--- src/rtl/pin_mux_pkg.sv ---
// Purpose: constants and carriers for the shared-pin function multiplexer
// Assumes: apb with 32-bit data, one aligned word per register
// Notes: offsets chosen for this block
package pin_mux_pkg;
  localparam logic [7:0] OFS_PA_HI = 8'h00;
  localparam logic [7:0] OFS_PB_LO = 8'h04;
  localparam logic [7:0] OFS_PB_HI = 8'h08;
  localparam logic [7:0] OFS_PC_LO = 8'h0C;
  localparam logic [7:0] OFS_PC_HI = 8'h10;
  localparam logic [7:0] OFS_PD_LO = 8'h14;
  localparam logic [7:0] OFS_IS0 = 8'h18;
  localparam logic [7:0] OFS_IS1 = 8'h1C;
  localparam logic [7:0] OFS_IS2 = 8'h20;
  localparam logic [7:0] OFS_RBC = 8'h24;
  localparam logic [7:0] OFS_PORT_A = 8'h28;
  localparam logic [7:0] OFS_PORT_B = 8'h2C;
  localparam logic [7:0] OFS_PORT_C = 8'h30;
  localparam logic [7:0] OFS_PORT_D = 8'h34;
  localparam logic [7:0] MASK_PA_HI = 8'hF3;
  localparam logic [7:0] MASK_PC_HI = 8'h0F;
  localparam logic [7:0] MASK_IS0_SMALL = 8'h21;
  localparam logic [7:0] MASK_IS0_LARGE = 8'h61;
  localparam logic [7:0] MASK_IS1 = 8'h01;
  localparam logic [7:0] MASK_IS2 = 8'h03;
  localparam logic [7:0] RESET_VAL = 8'h00;
  localparam logic [7:0] READBACK_KEY = 8'hCA;
  localparam logic [1:0] SEL_ALT = 2'h3;
  localparam logic [1:0] SEL_MID = 2'h2;
  localparam int BIT_T0_SRC = 5;
  localparam int BIT_T1_SRC = 6;
  localparam int BIT_STD_TIMER_CLOCK_IN_SRC = 0;
  localparam int BIT_CAP_SRC = 0;
  localparam int BIT_IRQ1_SRC = 1;
  localparam int BIT_IRQ0_SRC = 0;

  typedef struct packed {
    logic main_osc_pin_a;
    logic main_osc_pin_b;
    logic io_supply_in;
    logic adc_ref;
    logic [7:0] adc_chan;
    logic std_timer_out_inverted;
    logic timer0_out_inverted;
    logic timer1_out;
    logic timer1_out_inverted;
    logic spi_clk;
    logic spi_out;
    logic spi_in;
    logic spi_slave_select;
    logic slow_crystal_in;
    logic slow_crystal_out;
    logic [3:0] lcd_common;
  } route_s;

  typedef struct packed {
    logic timer0_clock_in;
    logic timer1_clock_in;
    logic std_timer_clock_in;
    logic std_timer_capture_in;
    logic ext_irq0;
    logic ext_irq1;
  } periph_in_s;
endpackage

--- src/rtl/pin_function_mux_readback.sv ---
// Purpose: shared-pin function selection with port readback mode
// Assumes: pins and peripheral levels synchronous to pclk
// Notes: LARGE_VARIANT enables the second periodic-timer options
//
// Contract
// - pa_hi bits 7..6 equal 11 route A7 to oscillator pin b
// - pa_hi bits 5..4 route A6 to oscillator a; bits 1..0 make A4 supply
// - B0 field: 00/01 gpio, 10 analog 0, 11 converter reference
// - B3/B2/B1 fields 11 give analog 3/2/1, else gpio with timer clocks
// - B7 field 11 gives analog 7; reset control overrides it
// - B6 field 11 gives analog 6, else gpio with capture input
// - B5 field: gpio/irq1, 10 inverted std timer out, 11 analog 5
// - B4 field: gpio/irq0, 10 inverted timer0 out, 11 analog 4
// - C3 field 11 selects serial clock
// - C2 field 11 selects spi data out shared with async transmit
// - C1 field 11 selects spi in, i2c data, async receive
// - C0 field 11 selects slave select, else gpio with capture
// - pc_hi bits 3..2 give slow crystal in on C5, 1..0 out on C4
// - port D fields 11 give lcd commons; D3/D2 fields 10 give timer1 outputs on large
// - input select 0 bit 5 picks timer0 clock; bit 6 timer1 clock
// - input select 0 bit 0 picks std timer clock from A5 or B1
// - input select 1 bit 0 picks capture from B6 or C0
// - input select 2 bits pick irq1 A1/B5 and irq0 A3/B4
// - unimplemented select bits ignore writes and read zero
// - writing key byte to readback control sets readback mode
// - readback off: pins follow selected function only
// - readback on: port data reads return the pin levels
// - any other byte clears readback mode
// - readback on forces the selected analog channel path on
module pin_function_mux_readback #(
  parameter bit LARGE_VARIANT = 1'b1
) (
  input wire logic pclk,
  input wire logic presetn,
  input wire logic psel,
  input wire logic penable,
  input wire logic pwrite,
  input wire logic [7:0] paddr,
  input wire logic [31:0] pwdata,
  output logic [31:0] prdata,
  output logic pready,
  output logic pslverr,
  input wire logic [7:0] pin_a,
  input wire logic [7:0] pin_b,
  input wire logic [7:0] pin_c,
  input wire logic [7:0] pin_d,
  input wire logic [7:0] latch_a,
  input wire logic [7:0] latch_b,
  input wire logic [7:0] latch_c,
  input wire logic [7:0] latch_d,
  input wire logic reset_control_register,
  input wire logic [2:0] adc_chan_sel,
  output pin_mux_pkg::route_s route,
  output pin_mux_pkg::periph_in_s periph_in,
  output logic external_reset_in_en,
  output logic readback_mode_signal
);
  logic [7:0] pa_hi_r, pb_lo_r, pb_hi_r, pc_lo_r, pc_hi_r, pd_lo_r;
  logic [7:0] is0_r, is1_r, is2_r;
  logic [31:0] prdata_r;
  logic pready_r, pslverr_r, rb_r, rst_en_r;
  pin_mux_pkg::route_s route_r, route_nxt;
  pin_mux_pkg::periph_in_s pin_r, pin_nxt;

  wire [7:0] is0_mask = LARGE_VARIANT ? pin_mux_pkg::MASK_IS0_LARGE
                                      : pin_mux_pkg::MASK_IS0_SMALL;
  wire setup = psel && !penable;
  // the write lands only at the edge that completes the access
  wire wr = psel && penable && pready_r && pwrite;
  wire [7:0] wd = pwdata[7:0];
  wire hit_pa = paddr == pin_mux_pkg::OFS_PA_HI;
  wire hit_pbl = paddr == pin_mux_pkg::OFS_PB_LO;
  wire hit_pbh = paddr == pin_mux_pkg::OFS_PB_HI;
  wire hit_pcl = paddr == pin_mux_pkg::OFS_PC_LO;
  wire hit_pch = paddr == pin_mux_pkg::OFS_PC_HI;
  wire hit_pd = paddr == pin_mux_pkg::OFS_PD_LO;
  wire hit_is0 = paddr == pin_mux_pkg::OFS_IS0;
  wire hit_is1 = paddr == pin_mux_pkg::OFS_IS1;
  wire hit_is2 = paddr == pin_mux_pkg::OFS_IS2;
  wire hit_rbc = paddr == pin_mux_pkg::OFS_RBC;
  wire hit_pta = paddr == pin_mux_pkg::OFS_PORT_A;
  wire hit_ptb = paddr == pin_mux_pkg::OFS_PORT_B;
  wire hit_ptc = paddr == pin_mux_pkg::OFS_PORT_C;
  wire hit_ptd = paddr == pin_mux_pkg::OFS_PORT_D;
  wire hit_any = hit_pa | hit_pbl | hit_pbh | hit_pcl | hit_pch | hit_pd | hit_is0
               | hit_is1 | hit_is2 | hit_rbc | hit_pta | hit_ptb | hit_ptc | hit_ptd;
  // port data read: latch normally, pin level in readback mode
  wire [7:0] port_a_rd = rb_r ? pin_a : latch_a;
  wire [7:0] port_b_rd = rb_r ? pin_b : latch_b;
  wire [7:0] port_c_rd = rb_r ? pin_c : latch_c;
  wire [7:0] port_d_rd = rb_r ? pin_d : latch_d;
  wire [7:0] rd_byte =
      hit_pa ? pa_hi_r : hit_pbl ? pb_lo_r : hit_pbh ? pb_hi_r :
      hit_pcl ? pc_lo_r : hit_pch ? pc_hi_r : hit_pd ? pd_lo_r :
      hit_is0 ? is0_r : hit_is1 ? is1_r : hit_is2 ? is2_r :
      hit_rbc ? {7'h00, rb_r} : hit_pta ? port_a_rd : hit_ptb ? port_b_rd :
      hit_ptc ? port_c_rd : hit_ptd ? port_d_rd : 8'h00;

  // no wait state: answer in the first access cycle
  always_ff @(posedge pclk or negedge presetn) begin
    if (!presetn) begin
      pready_r <= 1'b0;
      pslverr_r <= 1'b0;
      prdata_r <= 32'h0000_0000;
    end else begin
      pready_r <= setup;
      pslverr_r <= setup && !hit_any;
      prdata_r <= (setup && !pwrite) ? {24'h000000, rd_byte} : 32'h0000_0000;
    end
  end

  // writes land with pready, never in the setup cycle
  always_ff @(posedge pclk or negedge presetn) begin
    if (!presetn) begin
      pa_hi_r <= pin_mux_pkg::RESET_VAL;
      pb_lo_r <= pin_mux_pkg::RESET_VAL;
      pb_hi_r <= pin_mux_pkg::RESET_VAL;
      pc_lo_r <= pin_mux_pkg::RESET_VAL;
      pc_hi_r <= pin_mux_pkg::RESET_VAL;
      pd_lo_r <= pin_mux_pkg::RESET_VAL;
      is0_r <= pin_mux_pkg::RESET_VAL;
      is1_r <= pin_mux_pkg::RESET_VAL;
      is2_r <= pin_mux_pkg::RESET_VAL;
      rb_r <= 1'b0;
    end else if (wr) begin
      if (hit_pa) pa_hi_r <= wd & pin_mux_pkg::MASK_PA_HI;
      if (hit_pbl) pb_lo_r <= wd;
      if (hit_pbh) pb_hi_r <= wd;
      if (hit_pcl) pc_lo_r <= wd;
      if (hit_pch) pc_hi_r <= wd & pin_mux_pkg::MASK_PC_HI;
      if (hit_pd) pd_lo_r <= wd;
      if (hit_is0) is0_r <= wd & is0_mask;
      if (hit_is1) is1_r <= wd & pin_mux_pkg::MASK_IS1;
      if (hit_is2) is2_r <= wd & pin_mux_pkg::MASK_IS2;
      if (hit_rbc) rb_r <= (wd == pin_mux_pkg::READBACK_KEY);
    end
  end

  function automatic logic alt(input logic [1:0] f);
    alt = f == pin_mux_pkg::SEL_ALT;
  endfunction
  function automatic logic mid(input logic [1:0] f);
    mid = f == pin_mux_pkg::SEL_MID;
  endfunction

  // analog path per channel: selected function, or forced in readback mode
  logic [7:0] an_sel;
  assign an_sel = {alt(pb_hi_r[7:6]), alt(pb_hi_r[5:4]), alt(pb_hi_r[3:2]),
                   alt(pb_hi_r[1:0]), alt(pb_lo_r[7:6]), alt(pb_lo_r[5:4]),
                   alt(pb_lo_r[3:2]), mid(pb_lo_r[1:0])};
  wire [7:0] an_force = rb_r ? (8'h01 << adc_chan_sel) : 8'h00;

  always_comb begin
    route_nxt = '0;
    route_nxt.main_osc_pin_b = alt(pa_hi_r[7:6]);
    route_nxt.main_osc_pin_a = alt(pa_hi_r[5:4]);
    route_nxt.io_supply_in = alt(pa_hi_r[1:0]);
    route_nxt.adc_ref = alt(pb_lo_r[1:0]);
    // reset pin function wins over a selected analog 7; the readback force on channel 7 still wins
    route_nxt.adc_chan = (an_sel & ~{reset_control_register, 7'h00}) | an_force;
    route_nxt.std_timer_out_inverted = mid(pb_hi_r[3:2]);
    route_nxt.timer0_out_inverted = mid(pb_hi_r[1:0]);
    route_nxt.spi_clk = alt(pc_lo_r[7:6]);
    route_nxt.spi_out = alt(pc_lo_r[5:4]);
    route_nxt.spi_in = alt(pc_lo_r[3:2]);
    route_nxt.spi_slave_select = alt(pc_lo_r[1:0]);
    route_nxt.slow_crystal_in = alt(pc_hi_r[3:2]);
    route_nxt.slow_crystal_out = alt(pc_hi_r[1:0]);
    route_nxt.lcd_common = {alt(pd_lo_r[7:6]), alt(pd_lo_r[5:4]),
                            alt(pd_lo_r[3:2]), alt(pd_lo_r[1:0])};
    route_nxt.timer1_out_inverted = LARGE_VARIANT && mid(pd_lo_r[7:6]);
    route_nxt.timer1_out = LARGE_VARIANT && mid(pd_lo_r[5:4]);
  end

  // input routing; a pin whose field selects analog feeds nothing digital
  always_comb begin
    pin_nxt = '0;
    pin_nxt.timer0_clock_in = is0_r[pin_mux_pkg::BIT_T0_SRC] ?
        (pin_b[2] && !alt(pb_lo_r[5:4])) : (pin_a[4] && !alt(pa_hi_r[1:0]));
    pin_nxt.timer1_clock_in = LARGE_VARIANT && (is0_r[pin_mux_pkg::BIT_T1_SRC] ?
        (pin_b[3] && !alt(pb_lo_r[7:6])) : (pin_d[0] && !alt(pd_lo_r[1:0])));
    pin_nxt.std_timer_clock_in = is0_r[pin_mux_pkg::BIT_STD_TIMER_CLOCK_IN_SRC] ?
        (pin_b[1] && !alt(pb_lo_r[3:2])) : pin_a[5];
    pin_nxt.std_timer_capture_in = is1_r[pin_mux_pkg::BIT_CAP_SRC] ?
        (pin_c[0] && !alt(pc_lo_r[1:0])) : (pin_b[6] && !alt(pb_hi_r[5:4]));
    pin_nxt.ext_irq1 = is2_r[pin_mux_pkg::BIT_IRQ1_SRC] ?
        (pin_b[5] && !pb_hi_r[3]) : pin_a[1];
    pin_nxt.ext_irq0 = is2_r[pin_mux_pkg::BIT_IRQ0_SRC] ?
        (pin_b[4] && !pb_hi_r[1]) : pin_a[3];
  end

  // registered routing: one clean edge per change, no decode glitches
  always_ff @(posedge pclk or negedge presetn) begin
    if (!presetn) begin
      route_r <= '0;
      pin_r <= '0;
      rst_en_r <= 1'b0;
    end else begin
      route_r <= route_nxt;
      pin_r <= pin_nxt;
      rst_en_r <= reset_control_register && !rb_r;
    end
  end

  assign prdata = prdata_r;
  assign pready = pready_r;
  assign pslverr = pslverr_r;
  assign route = route_r;
  assign periph_in = pin_r;
  assign external_reset_in_en = rst_en_r;
  assign readback_mode_signal = rb_r;
endmodule

--- config.mk ---
export PLATFORM = sky130hd
export DESIGN_NAME = pin_function_mux_readback
export DESIGN_NICKNAME = d
export VERILOG_FILES = /design/src/rtl/pin_mux_pkg.sv /design/src/rtl/pin_function_mux_readback.sv
export SDC_FILE = /design/constraint.sdc
export NUM_CORES = 1
export LEC_CHECK = 0
export BUFFER_PORTS_ARGS = -buffer_cell sky130_fd_sc_hd__buf_2
export CORE_MARGIN = 4
export CORE_UTILIZATION = 54
export DETAILED_ROUTE_END_ITERATION = 10
export PLACE_DENSITY_LB_ADDON = 0.08
export SLEW_MARGIN = 10
export SYNTH_ARGS = -nofsm -noshare
export SYNTH_HDL_FRONTEND = slang
export SYNTH_SLANG_ARGS = --single-unit
--- constraint.sdc ---
create_clock -name pclk -period 4.25 [get_ports pclk]
set_input_delay 0.425 -clock pclk [delete_from_list [all_inputs] [get_ports pclk]]
set_output_delay 0.425 -clock pclk [all_outputs]
set_load 0.03 [all_outputs]
======== Word level (Yosys, flattened, before mapping) ========
Index checks and enable logic that the tools add are counted.
word-level totals
  register bits ........................... 92
  input port bits ......................... 113
  output and inout bits ................... 68
cells by class
  equal/unequal tests ..................... 40
  shift-type cells ........................ 1
  multiplexer cells ....................... 26
  bitwise operators ....................... 16
  reductions and logical operators ........ 40
operators by type and width
  kind                                                               number
  8-bit two-way mux                                                  20
  2-bit == test, second input constant                               26
  8-bit by 6-bit == test with 1-bit output, second input constant    6
  8-bit by 5-bit == test with 1-bit output, second input constant    4
  2-bit AND reduction                                                10
  8-bit by 4-bit == test with 1-bit output, second input constant    2
  1-bit logical AND                                                  16
  1-bit logical NOT                                                  13
  1-bit bitwise OR                                                   13
  8-bit bitwise AND                                                  1
  8-bit by 3-bit == test with 1-bit output, second input constant    1
  8-bit == test, second input constant                               1
  8-bit logical NOT                                                  1
  8-bit NOT                                                          1
  8-bit bitwise OR                                                   1
  1-bit by 3-bit << shifter with 8-bit output, first input constant  1
  1-bit two-way mux                                                  6

======== Depth between registers and ports, before layout ========
Gate-level depths: netlist of run 1.
  depth after elaboration ................. 16
  gate-level depth with buffers ........... 8
  depth with buffers taken out ............ 5

======== Least setup slack after synthesis of run 1 ========
No wires, ideal clock.
  kind .................................... reg-to-reg
  from .................................... register rb_r (netlist: readback_mode_signal)
  to ...................................... register prdata_r[7] (netlist: prdata[7])
  data arrival time ....................... 2,029 ps
  required time ........................... 4,114 ps
  path slack .............................. 2,086 ps
  cell stages (with the launch flop) ...... 9
  path buffers ............................ 4
  clock period less this slack ............ 2,164 ps
  cell sequence ........................... dfrtp_1 > clkbuf_1 > buf_4 > buf_4 > buf_2 > mux2i_1 > o22ai_1 > a222oi_1 > a31oi_1
on the way
  longest elaborated chain between the ends .. 16
  elaborated cells between the ends (all ways) .. 19
RTL lines
  item                                 RTL line                          source
  from (decl)                          pin_function_mux_readback.sv:61   logic pready_r, pslverr_r, rb_r, rst_en_r;
  from (signal assigned)               pin_function_mux_readback.sv:135  if (hit_rbc) rb_r <= (wd == pin_mux_pkg::READBACK_KEY);
  8-bit two-way mux                    pin_function_mux_readback.sv:91   wire [7:0] port_d_rd = rb_r ? pin_d : latch_d;
  8-bit two-way mux (2 in series)      pin_function_mux_readback.sv:97   hit_ptc ? port_c_rd : hit_ptd ? port_d_rd : 8'h00;
  8-bit two-way mux                    pin_function_mux_readback.sv:96   hit_rbc ? {7'h00, rb_r} : hit_pta ? port_a_rd : hit_ptb ? port_b_rd :
  8-bit two-way mux (*) (2 in series)  pin_function_mux_readback.sv:96
  8-bit two-way mux (*) (3 in series)  pin_function_mux_readback.sv:95   hit_is0 ? is0_r : hit_is1 ? is1_r : hit_is2 ? is2_r :
  8-bit two-way mux (*) (3 in series)  pin_function_mux_readback.sv:94   hit_pcl ? pc_lo_r : hit_pch ? pc_hi_r : hit_pd ? pd_lo_r :
  8-bit two-way mux (*) (3 in series)  pin_function_mux_readback.sv:93   hit_pa ? pa_hi_r : hit_pbl ? pb_lo_r : hit_pbh ? pb_hi_r :
  8-bit two-way mux (*)                pin_function_mux_readback.sv:108  prdata_r <= (setup && !pwrite) ? {24'h000000, rd_byte} : 32'h0000_0000;
  to (signal assigned)                 pin_function_mux_readback.sv:108
  to (decl)                            pin_function_mux_readback.sv:60   logic [31:0] prdata_r;
Every way passes the cells marked *; elsewhere a longest branch is shown, timed or not.
A chain may end at the register's enable or synchronous reset.

======== Worst setup path in the final report of run 1 ========
  from .................................... register rb_r (netlist: readback_mode_signal)
  to ...................................... register prdata_r[6] (netlist: prdata[6])
Same word-level chain as after synthesis.

==> results of run 1 <==
## metrics by stage
stage | setup WS [ps] | std cells | util [%] | cell area (sq um) | hold slack [ps]
6_report | 1850 | 683 | 65.2 | 5720 | 50.3
5_1_grt | 1720 | 683 | 65.2 | 5720 | 88.4
3_3_place_gp | 1480 | 667 | 62.8 | 5510 | 452
3_5_place_dp | 1510 | 667 | 62.8 | 5510 | 460
4_1_cts | 1830 | 683 | 65.2 | 5720 | 61.7
2_1_floorplan | 2090 | 471 | - | 4970 | 129
## layout make-up
cell class / instances / area, sq um / share of cell area, %
clock buffer: 10 / 138 / 2.41
clock inverter: 6 / 71.3 / 1.25
inverter: 9 / 33.8 / 0.591
multi-input combinational: 320 / 2330 / 40.7
sequential: 92 / 2300 / 40.3
tap: 108 / 135 / 2.36
timing repair buffer: 138 / 708 / 12.4
## power by group through the flow
stage | registers [mW] | logic (mW) | clock network (mW)
global route | 0.886 | 0.218 | 0.675
finish | 0.885 | 0.202 | 0.624
global placement | 0.902 | 0.198 | 0
floorplan | 0.912 | 0.113 | 0
detailed placement | 0.902 | 0.201 | 0
CTS | 0.885 | 0.201 | 0.633
## placed cells by master (no fill, tap or decap), types with 3 or more instances in the layout
cell / n
clkbuf_8: 10
a21oi_1: 12
a222oi_1: 3
nand3_1: 9
o22a_1: 3
o211ai_1: 3
nor4b_1: 3
o32a_1: 3
buf_2: 131
and2_1: 14
mux2_2: 50
a31oi_1: 6
mux4_2: 6
a22oi_1: 3
mux2i_1: 18
inv_1: 9
nor2b_1: 6
conb_1: 24
nor2_2: 3
nor2_1: 19
o21ai_0: 28
nand2b_1: 9
dfrtp_1: 92
o221ai_1: 5
nand2_1: 32
a211oi_1: 3
o22ai_1: 11
nor3_1: 11
buf_4: 7
## worst max-delay path by stage
stage                         start          to  slack [ps]
2_1_floorplan  readback_mode_signal   prdata[7]        2090
3_3_place_gp               paddr[2]  pa_hi_r[5]        1480
3_5_place_dp               paddr[2]  pa_hi_r[7]        1510
4_1_cts        readback_mode_signal   prdata[6]        1830
5_1_grt                    paddr[2]  pa_hi_r[7]        1720
6_report       readback_mode_signal   prdata[6]        1850
## flip-flops by register name, indices dropped and copies added, names as in the netlist
name and flops:
pd_lo_r 8, pslverr 1, is1_r 1, pready 1, route 26, prdata 8, periph_in 6, is2_r 2
pb_hi_r 8, readback_mode_signal 1, pc_hi_r 4, pa_hi_r 6, pb_lo_r 8, is0_r 3, external_reset_in_en 1, pc_lo_r 8
## metal layers
| layer | GRT usage, % | up-vias | part of all wire (%) |
|---|---|---|---|
| met3 | 6.77 | 22 | 11 |
| met1 | 37.8 | 2014 | 41 |
| li1 | - | 1849 | - |
| met2 | 43.8 | 249 | 46 |
| met4 | 8.07 | 0 | 1.9 |
| met5 | 0 | - | 0 |
## synthesized netlist by cell type, drive strengths merged, types with 2 or more instances
| cell | number |
|---|---|
| nand2 | 32 |
| nor4b | 4 |
| o221ai | 5 |
| or4b | 4 |
| nand2b | 9 |
| a22oi | 3 |
| o31ai | 2 |
| nand3 | 9 |
| o41ai | 2 |
| a222oi | 3 |
| buf | 34 |
| nor2b | 6 |
| o32a | 3 |
| mux2 | 50 |
| clkbuf | 16 |
| nor4bb | 2 |
| o21ai | 28 |
| inv | 9 |
| mux2i | 18 |
| o32ai | 2 |
| a211oi | 4 |
| nor2 | 22 |
| o22ai | 11 |
| o211ai | 3 |
| and2 | 14 |
| a31oi | 6 |
| mux4 | 6 |
| or4 | 2 |
| nor4 | 3 |
| nand3b | 2 |
| nand4 | 2 |
| a21oi | 12 |
| o22a | 3 |
| dfrtp | 92 |
| nor3 | 13 |
## critical path: cells and delay by family, from the launching register on
family | cells | cell delay, ps
multiplexers | 1 | 620
flip-flops | 1 | 990
AO/OA/AOI/OAI | 3 | 690
## cells by family after synthesis
logic type,after synthesis
other,1
and+or+nand+nor,127
buffers and inverters,59
AOI/OAI and AO/OA,94
muxes,74
adders and majority gates,1
DFF,92
==> flow_summary_export.csv, run 1 <==
group,metric,value,unit
worst_setup_path,cp_slowest_cell,"dfrtp_1",
detailed_routing,drt-total-wl,14900,um
outcome,outcome,"complete, no violations",
clocking,cts_root_buf,"clkbuf_8",
worst_setup_path,reg2reg_depth,4,
synthesis,synth_seq_area_share,47.1,%
synthesis,syn_avg_cell_area,10.9,sq um
worst_setup_path,cp_max_fo,20,
layout,diodes,0,
global_routing,first_global_vias,3931,
clocking,cts_tree,"built",
clocking,clockBufferDepth,2,
detailed_routing,wl_per_cell,21.8,um
global_routing,antenna_found_initial,0,
worst_setup_path,rr_endpoint,"prdata[6]",
layout,drive_above_1_share,38.4,%
synthesis,yosysTopAreaCellShare,47.1,%
pwr,seq_power_share,51.7,%
worst_setup_path,slowest_delay,990,ps
worst_setup_path,regToRegStartpoint,"readback_mode_signal",
detailed_routing,drc,0,
pwr,ir_worst_vdd,0.193,mV
pwr,p_int,1.24,mW
clocking,htreeDepth,3,
floorplanning,ios,181,
clocking,cts_resized,0,
detailed_routing,viasPerCell,6.05,
worst_setup_path,cp-end-kind,"flip-flop",
global_routing,grt_max_degree,50,
worst_setup_path,criticalPathCategory,"reg -> reg",
timing,final_hold_viol_count,0,
floorplanning,initial_core_util,55.7,%
synthesis,post_synth_instance_area,4880,sq um
job,maxCapViolCount,0,
synthesis,synth-async-reset-ratio,100,%
synthesis,synth_xor_area_share,0,%
pwr,switchingPower,0.470,mW
pwr,power_frac_comb,11.8,%
pwr,power_density,299,nW/um^2
global_routing,grt_overflow,0,
synthesis,synthAdderAreaFrac,0.205,%
min_path,hold_path_class,"in -> async",
floorplanning,coreArea,8760,sq um
timing,period_share,56.5,%
synthesis,synth_edf_count,0,
timing,max_freq,416,MHz
timing,final-setup-viol-count,0,
global_routing,grt_use_total,27.6,%
timing,rsz0062_at_grt,"false",
clocking,clk_latency,360,ps
timing,drv_slew,0,
synthesis,yosys.area_share.simple,14.8,%
synthesis,yosysUniqueCellTypes,57,
floorplanning,die_h,103,um
pwr,swShare,27.5,%
synthesis,synth_compound_area_share,12.9,%
synthesis,synth_top_cell_by_area,"dfrtp_1",
layout,nets,683,
clocking,clk_pin_slew,100,ps
place,dp_hpwl,11100,um
synthesis,synth_mux_area_share,18.0,%
detailed_routing,first_pass_iters,5,
layout,nFillCells,760,
detailed_routing,vias,4134,
place,port-buffer-count,132,
clocking,postCtsSetupRepairBufs,0,
synthesis,synth_warnings,0,
worst_setup_path,cp.arrival,2650,ps
synthesis,synth_top_flop_cell,"dfrtp_1",
worst_setup_path,r2r_slack,1850,ps
floorplanning,die-width,103,um
timing,fin_crit,2400,ps
worst_setup_path,path_cells,"mux4_2, a32oi_1, a21oi_1, o311a_1",
timing,slew_headroom,16.1,%
clocking,clock-sinks,92,
place,place.gp.congestion,0.957,
pwr,pwr-share-clk,36.5,%
clocking,cts_buffers,9,
pwr,p_total,1.71,mW
timing,fin_skew,11.0,ps
floorplanning,fp.dieArea,10600,sq um
timing,tightest_slew,1260,ps
synthesis,synth_top_family_by_area,"multiplexers",
synthesis,synth.area.top_cells,"dfrtp_1 (47%), mux2_2 (12%), buf_4 (4.0%)",
clocking,ctsHoldBuffers,0,
layout,synthToLayoutAreaGrowth,17.1,%
synthesis,synth_cells,448,
timing,tns,0,ps
detailed_routing,first_iter_violations,332,
pwr,power.leakage,2.80,nW
global_routing,grt_pass1_wl,21600,um
worst_setup_path,required,4500,ps
detailed_routing,ant_nets,0,
synthesis,synth-seq-cells,92,
worst_setup_path,setup.worst_path.start_class,"flip-flop",
floorplanning,rows,34,
Power figures use the tool's default switching activity.
==> run 2, diff against run 1 <==
Settings changed: CORE_UTILIZATION 54 to 45.
Clock period 4.25 ns to 1.9 ns, I/O delays scaled along.
==> flow_summary_export.csv, run 2 (synthesis results as in run 1) <==
group,metric,value,unit
outcome,outcome,"complete, no violations",
worst_setup_path,crit_path_end,"prdata[3]",
detailed_routing,ant_nets,0,
timing,fin_skew,14.9,ps
pwr,p_int,2.85,mW
floorplanning,die_h,112,um
timing,period_share,97.6,%
floorplanning,rows,37,
detailed_routing,drt-total-wl,16300,um
timing,worst_slack,45.5,ps
pwr,power_density,616,nW/um^2
timing,max_freq,539,MHz
job,maxCapViolCount,0,
worst_setup_path,reg2reg_depth,6,
clocking,cts_buffers,9,
layout,fin_cells,769,
clocking,cts_tree,"built",
floorplanning,fp.dieArea,12600,sq um
floorplanning,ios,181,
timing,fin_crit,1850,ps
clocking,cts_root_buf,"clkbuf_8",
pwr,power_frac_comb,13.7,%
timing,whs,66.0,ps
timing,tightest_slew,531,ps
layout,nets,743,
layout,nFillCells,902,
place,port-buffer-count,132,
layout,drive_above_1_share,44.1,%
global_routing,grt_max_degree,39,
worst_setup_path,rr_endpoint,"prdata[3]",
detailed_routing,first_pass_iters,5,
layout,mostFrequentLayoutCells,"buf_2 (131), dfrtp_1 (91), buf_4 (57), mux2_2 (50), nand2_1 (32)",
global_routing,grt_pass1_wl,25300,um
clocking,htreeDepth,3,
layout,diodes,0,
worst_setup_path,required,2140,ps
timing,tns,0,ps
worst_setup_path,startpoint,"readback_mode_signal",
detailed_routing,wl_per_cell,21.2,um
pwr,p_total,3.88,mW
clocking,clockBufferDepth,2,
place,placed_area,6070,sq um
global_routing,antenna_found_initial,0,
timing,slew_headroom,64.6,%
worst_setup_path,setup.worst_path.start_class,"flip-flop",
worst_setup_path,cp_max_fo,8,
detailed_routing,first_iter_violations,287,
min_path,hold_path_class,"in -> reg",
timing,rsz0062_at_grt,"true",
floorplanning,die-width,112,um
worst_setup_path,r2r_slack,50,ps
global_routing,grt_overflow,0,
pwr,pwr-share-clk,35.3,%
pwr,power.leakage,3.11,nW
clocking,clk_pin_slew,90,ps
pwr,switchingPower,1.03,mW
worst_setup_path,criticalPathCategory,"reg -> reg",
worst_setup_path,cp.arrival,2100,ps
pwr,swShare,26.7,%
global_routing,grt_use_total,26.2,%
clocking,clock-sinks,92,
layout,synthToLayoutAreaGrowth,28.9,%
place,dp_worst_setup_slack,-52.1,ps
clocking,clk_latency,370,ps
place,dp.cells,753,
detailed_routing,drc,0,
layout,largest_reg_flops,26,
detailed_routing,vias,4290,
clocking,postCtsSetupRepairBufs,0,
detailed_routing,viasPerCell,5.58,
pwr,seq_power_share,51.0,%
global_routing,first_global_vias,4409,
floorplanning,coreArea,10500,sq um
timing,drv_slew,0,
layout,stdcell_area,6300,sq um
layout,fin_util,60.2,%
timing,final_hold_viol_count,0,
worst_setup_path,cp-end-kind,"flip-flop",
pwr,ir_worst_vdd,0.423,mV
timing,final-setup-viol-count,0,
layout,final_common_cell,"buf_2",
place,dp_hpwl,12700,um
place,place.gp.congestion,0.911,
worst_setup_path,regToRegStartpoint,"readback_mode_signal",
floorplanning,initial_core_util,46.7,%
==> run 2: cell count changes in the layout (fill, tap and decap cells not counted), sizes merged <==
cell / change
buf: +58
clkinv: -2
dlygate4sd3: +2
clkbuf: +1
inv: -1
==> run 2: per-layer routing <==
metal / vias to the layer above / global-route usage [%] / part of all wire (%)
li1: 1965 / - / -
met1: 2128 / 35.7 / 44
met2: 179 / 43.1 / 47
met3: 18 / 5.12 / 7.7
met4: 0 / 6.65 / 1.4
met5: - / 0 / 0
==> run 2: final cells by class <==
cell class | count | area (sq um) | share of cell area (%)
sequential | 92 | 2300 | 36.6
multi-input combinational | 320 | 2330 | 37.0
tap | 136 | 170 | 2.70
timing repair buffer | 198 | 1260 | 20.0
clock inverter | 3 | 46.3 | 0.735
clock buffer | 11 | 151 | 2.40
inverter | 9 | 33.8 | 0.537
==> run 2: worst min path at each step <==
stage	startpoint	to	slack, ps	cells after the start
2_1_floorplan	presetn	external_reset_in_en	-110	0
3_3_place_gp	presetn	route[18]	200	1
3_5_place_dp	presetn	route[18]	200	1
4_1_cts	adc_chan_sel[0]	route[18]	50	2
5_1_grt	adc_chan_sel[1]	route[18]	50	2
6_report	adc_chan_sel[0]	route[18]	70	2
==> run 2: power by group through the flow <==
stage	Sequential [mW]	Combinational (mW)	Clock [mW]
after floorplan	2.04	0.253	0
after global placement	2.02	0.517	0
after detailed placement	2.02	0.524	0
after CTS	1.98	0.529	1.41
after global routing	1.98	0.574	1.49
final	1.98	0.532	1.37
==> run 2: timing repair <==
action                                  CTS  global route
hold endpoints to repair                 37             0
gates resized for setup                   0             4
endpoints found under the setup margin    0             4
hold buffers                              2             0
==> run 2: critical path, stage by stage (launching register included) <==
cell       delay [ps]
dfrtp_2           520
buf_4             200
mux2i_2           280
o22ai_1           160
a222oi_1          300
a2bb2oi_1         190
a21oi_1            90
==> run 3, diff against run 2 <==
Settings changed: CORE_ASPECT_RATIO set to 0.7.
==> flow_summary_export.csv, run 3 (synthesis results as in run 1) <==
group,metric,value,unit
worst_setup_path,cp.arrival,2060,ps
outcome,outcome,"complete, no violations",
global_routing,grt_pass1_wl,25100,um
timing,fin_skew,9.06,ps
min_path,worstHoldStart,"reset_control_register",
layout,fin_cells,776,
detailed_routing,vias,4410,
floorplanning,die-width,133,um
pwr,seq_power_share,44.8,%
worst_setup_path,r2r_slack,30,ps
min_path,whs_path_depth,2,
clocking,clk_pin_slew,70,ps
timing,final-setup-viol-count,0,
layout,largest_reg_flops,26,
place,dp_hpwl,12700,um
floorplanning,rows,31,
clocking,clock-sinks,92,
pwr,p_int,3.29,mW
timing,period_share,98.3,%
clocking,clk_latency,340,ps
pwr,p_total,4.42,mW
clocking,htreeDepth,3,
worst_setup_path,setup.worst_path.start_class,"flip-flop",
timing,slew_headroom,61.5,%
timing,fin_crit,1870,ps
pwr,power.leakage,3.24,nW
timing,rsz0062_at_grt,"true",
global_routing,antenna_found_initial,0,
pwr,swShare,25.6,%
timing,drv_slew,0,
detailed_routing,viasPerCell,5.68,
worst_setup_path,required,2090,ps
detailed_routing,first_iter_violations,410,
floorplanning,ios,181,
clocking,cts_tree,"built",
clocking,cts_root_buf,"clkbuf_16",
timing,max_freq,535,MHz
layout,nets,752,
global_routing,grt_use_total,26.4,%
timing,tightest_slew,570,ps
timing,final_hold_viol_count,0,
layout,diodes,0,
detailed_routing,wl_per_cell,21.5,um
layout,drive_above_1_share,46.1,%
worst_setup_path,cp_max_fo,6,
clocking,clockBufferDepth,2,
layout,mostFrequentLayoutCells,"buf_2 (131), dfrtp_1 (91), buf_4 (64), mux2_2 (50), nand2_1 (32)",
pwr,pwr-share-clk,43.0,%
detailed_routing,drt-total-wl,16700,um
global_routing,grt_max_degree,39,
detailed_routing,drc,0,
floorplanning,die_h,95.2,um
floorplanning,initial_core_util,46.6,%
min_path,min_to,"route[21]",
floorplanning,coreArea,10500,sq um
worst_setup_path,cp-end-kind,"flip-flop",
timing,tns,0,ps
place,place.gp.congestion,0.959,
layout,final_common_cell,"buf_2",
pwr,ir_worst_vdd,0.466,mV
detailed_routing,ant_nets,0,
pwr,power_frac_comb,12.2,%
place,port-buffer-count,132,
place,dp.cells,752,
pwr,power_density,675,nW/um^2
worst_setup_path,rr_endpoint,"prdata[7]",
worst_setup_path,reg2reg_depth,7,
job,maxCapViolCount,0,
clocking,cts_buffers,9,
worst_setup_path,regToRegStartpoint,"readback_mode_signal",
global_routing,first_global_vias,4411,
pwr,switchingPower,1.13,mW
min_path,hold_path_class,"in -> reg",
detailed_routing,first_pass_iters,5,
layout,synthToLayoutAreaGrowth,34.0,%
floorplanning,fp.dieArea,12600,sq um
global_routing,grt_overflow,0,
worst_setup_path,criticalPathCategory,"reg -> reg",
## run 3: cell types whose count changed in the layout (fill, tap and decap cells not counted), sizes merged
cell / delta
clkinv: +2
buf: +10
inv: +1
dlygate4sd3: -1
clkinvlp: -1
## run 3: worst max-delay path, stage by stage (launching register included)
cell      delay [ps]
dfrtp_4          500
buf_6            150
buf_12           130
buf_4            170
mux2i_1          170
o22ai_1          110
a222oi_1         310
a31oi_1          170
## run 3: worst max-delay path by stage
stage	startpoint	to	slack, ps
final	readback_mode_signal	prdata[7]	30
after global routing	readback_mode_signal	prdata[3]	-10
after CTS	readback_mode_signal	prdata[5]	6
after detailed placement	paddr[7]	is0_r[5]	-60
after global placement	paddr[7]	prdata[1]	-40
after floorplan	readback_mode_signal	prdata[5]	0.9
## run 3: through the flow
stage	hold slack, ps	util (%)	cell area [sq um]	setup WS, ps
CTS	18.1	61.4	6430	6.19
detailed placement	216	58.2	6100	-62.9
global route	25.5	62.5	6540	-14.6
floorplan	-106	-	4980	0.931
finish	28.4	62.5	6540	32.4
global placement	210	58.2	6100	-35.2
## run 3: cell type report
cell class              instances  area, sq um
flip-flops and latches         92         2310
inverters                       9         33.8
well taps                     132          165
clock buffers                  11          253
multi-input cells             320         2370
fillers                       916         3930
repair buffers                207         1350
clock inverters                 5         67.6
## run 3: metal layers
layer / up-vias / part of all wire, % / GRT usage [%]
met1: 2186 / 44 / 38.1
met4: 0 / 1.7 / 6.49
met5: - / 0 / 0
met2: 217 / 45 / 40.3
li1: 1986 / - / -
met3: 21 / 9.0 / 6.49
## run 3: what timing repair did
action	4_1_cts	5_1_grt
hold buffers	1	0
resized for setup	1	13
hold endpoints to repair	35	0
endpoints found under the setup margin	3	3
pin swaps	1	6
cloned	0	0
buffers inserted	0	7
## run 3: power by group through the flow
| stage | sequential [mW] | combinational, mW | clock, mW |
|---|---|---|---|
| floorplan | 2.04 | 0.253 | 0 |
| detailed placement | 2.02 | 0.521 | 0 |
| CTS | 1.98 | 0.525 | 1.93 |
| finish | 1.98 | 0.538 | 1.90 |
| global route | 1.98 | 0.581 | 2.00 |
| global placement | 2.02 | 0.513 | 0 |
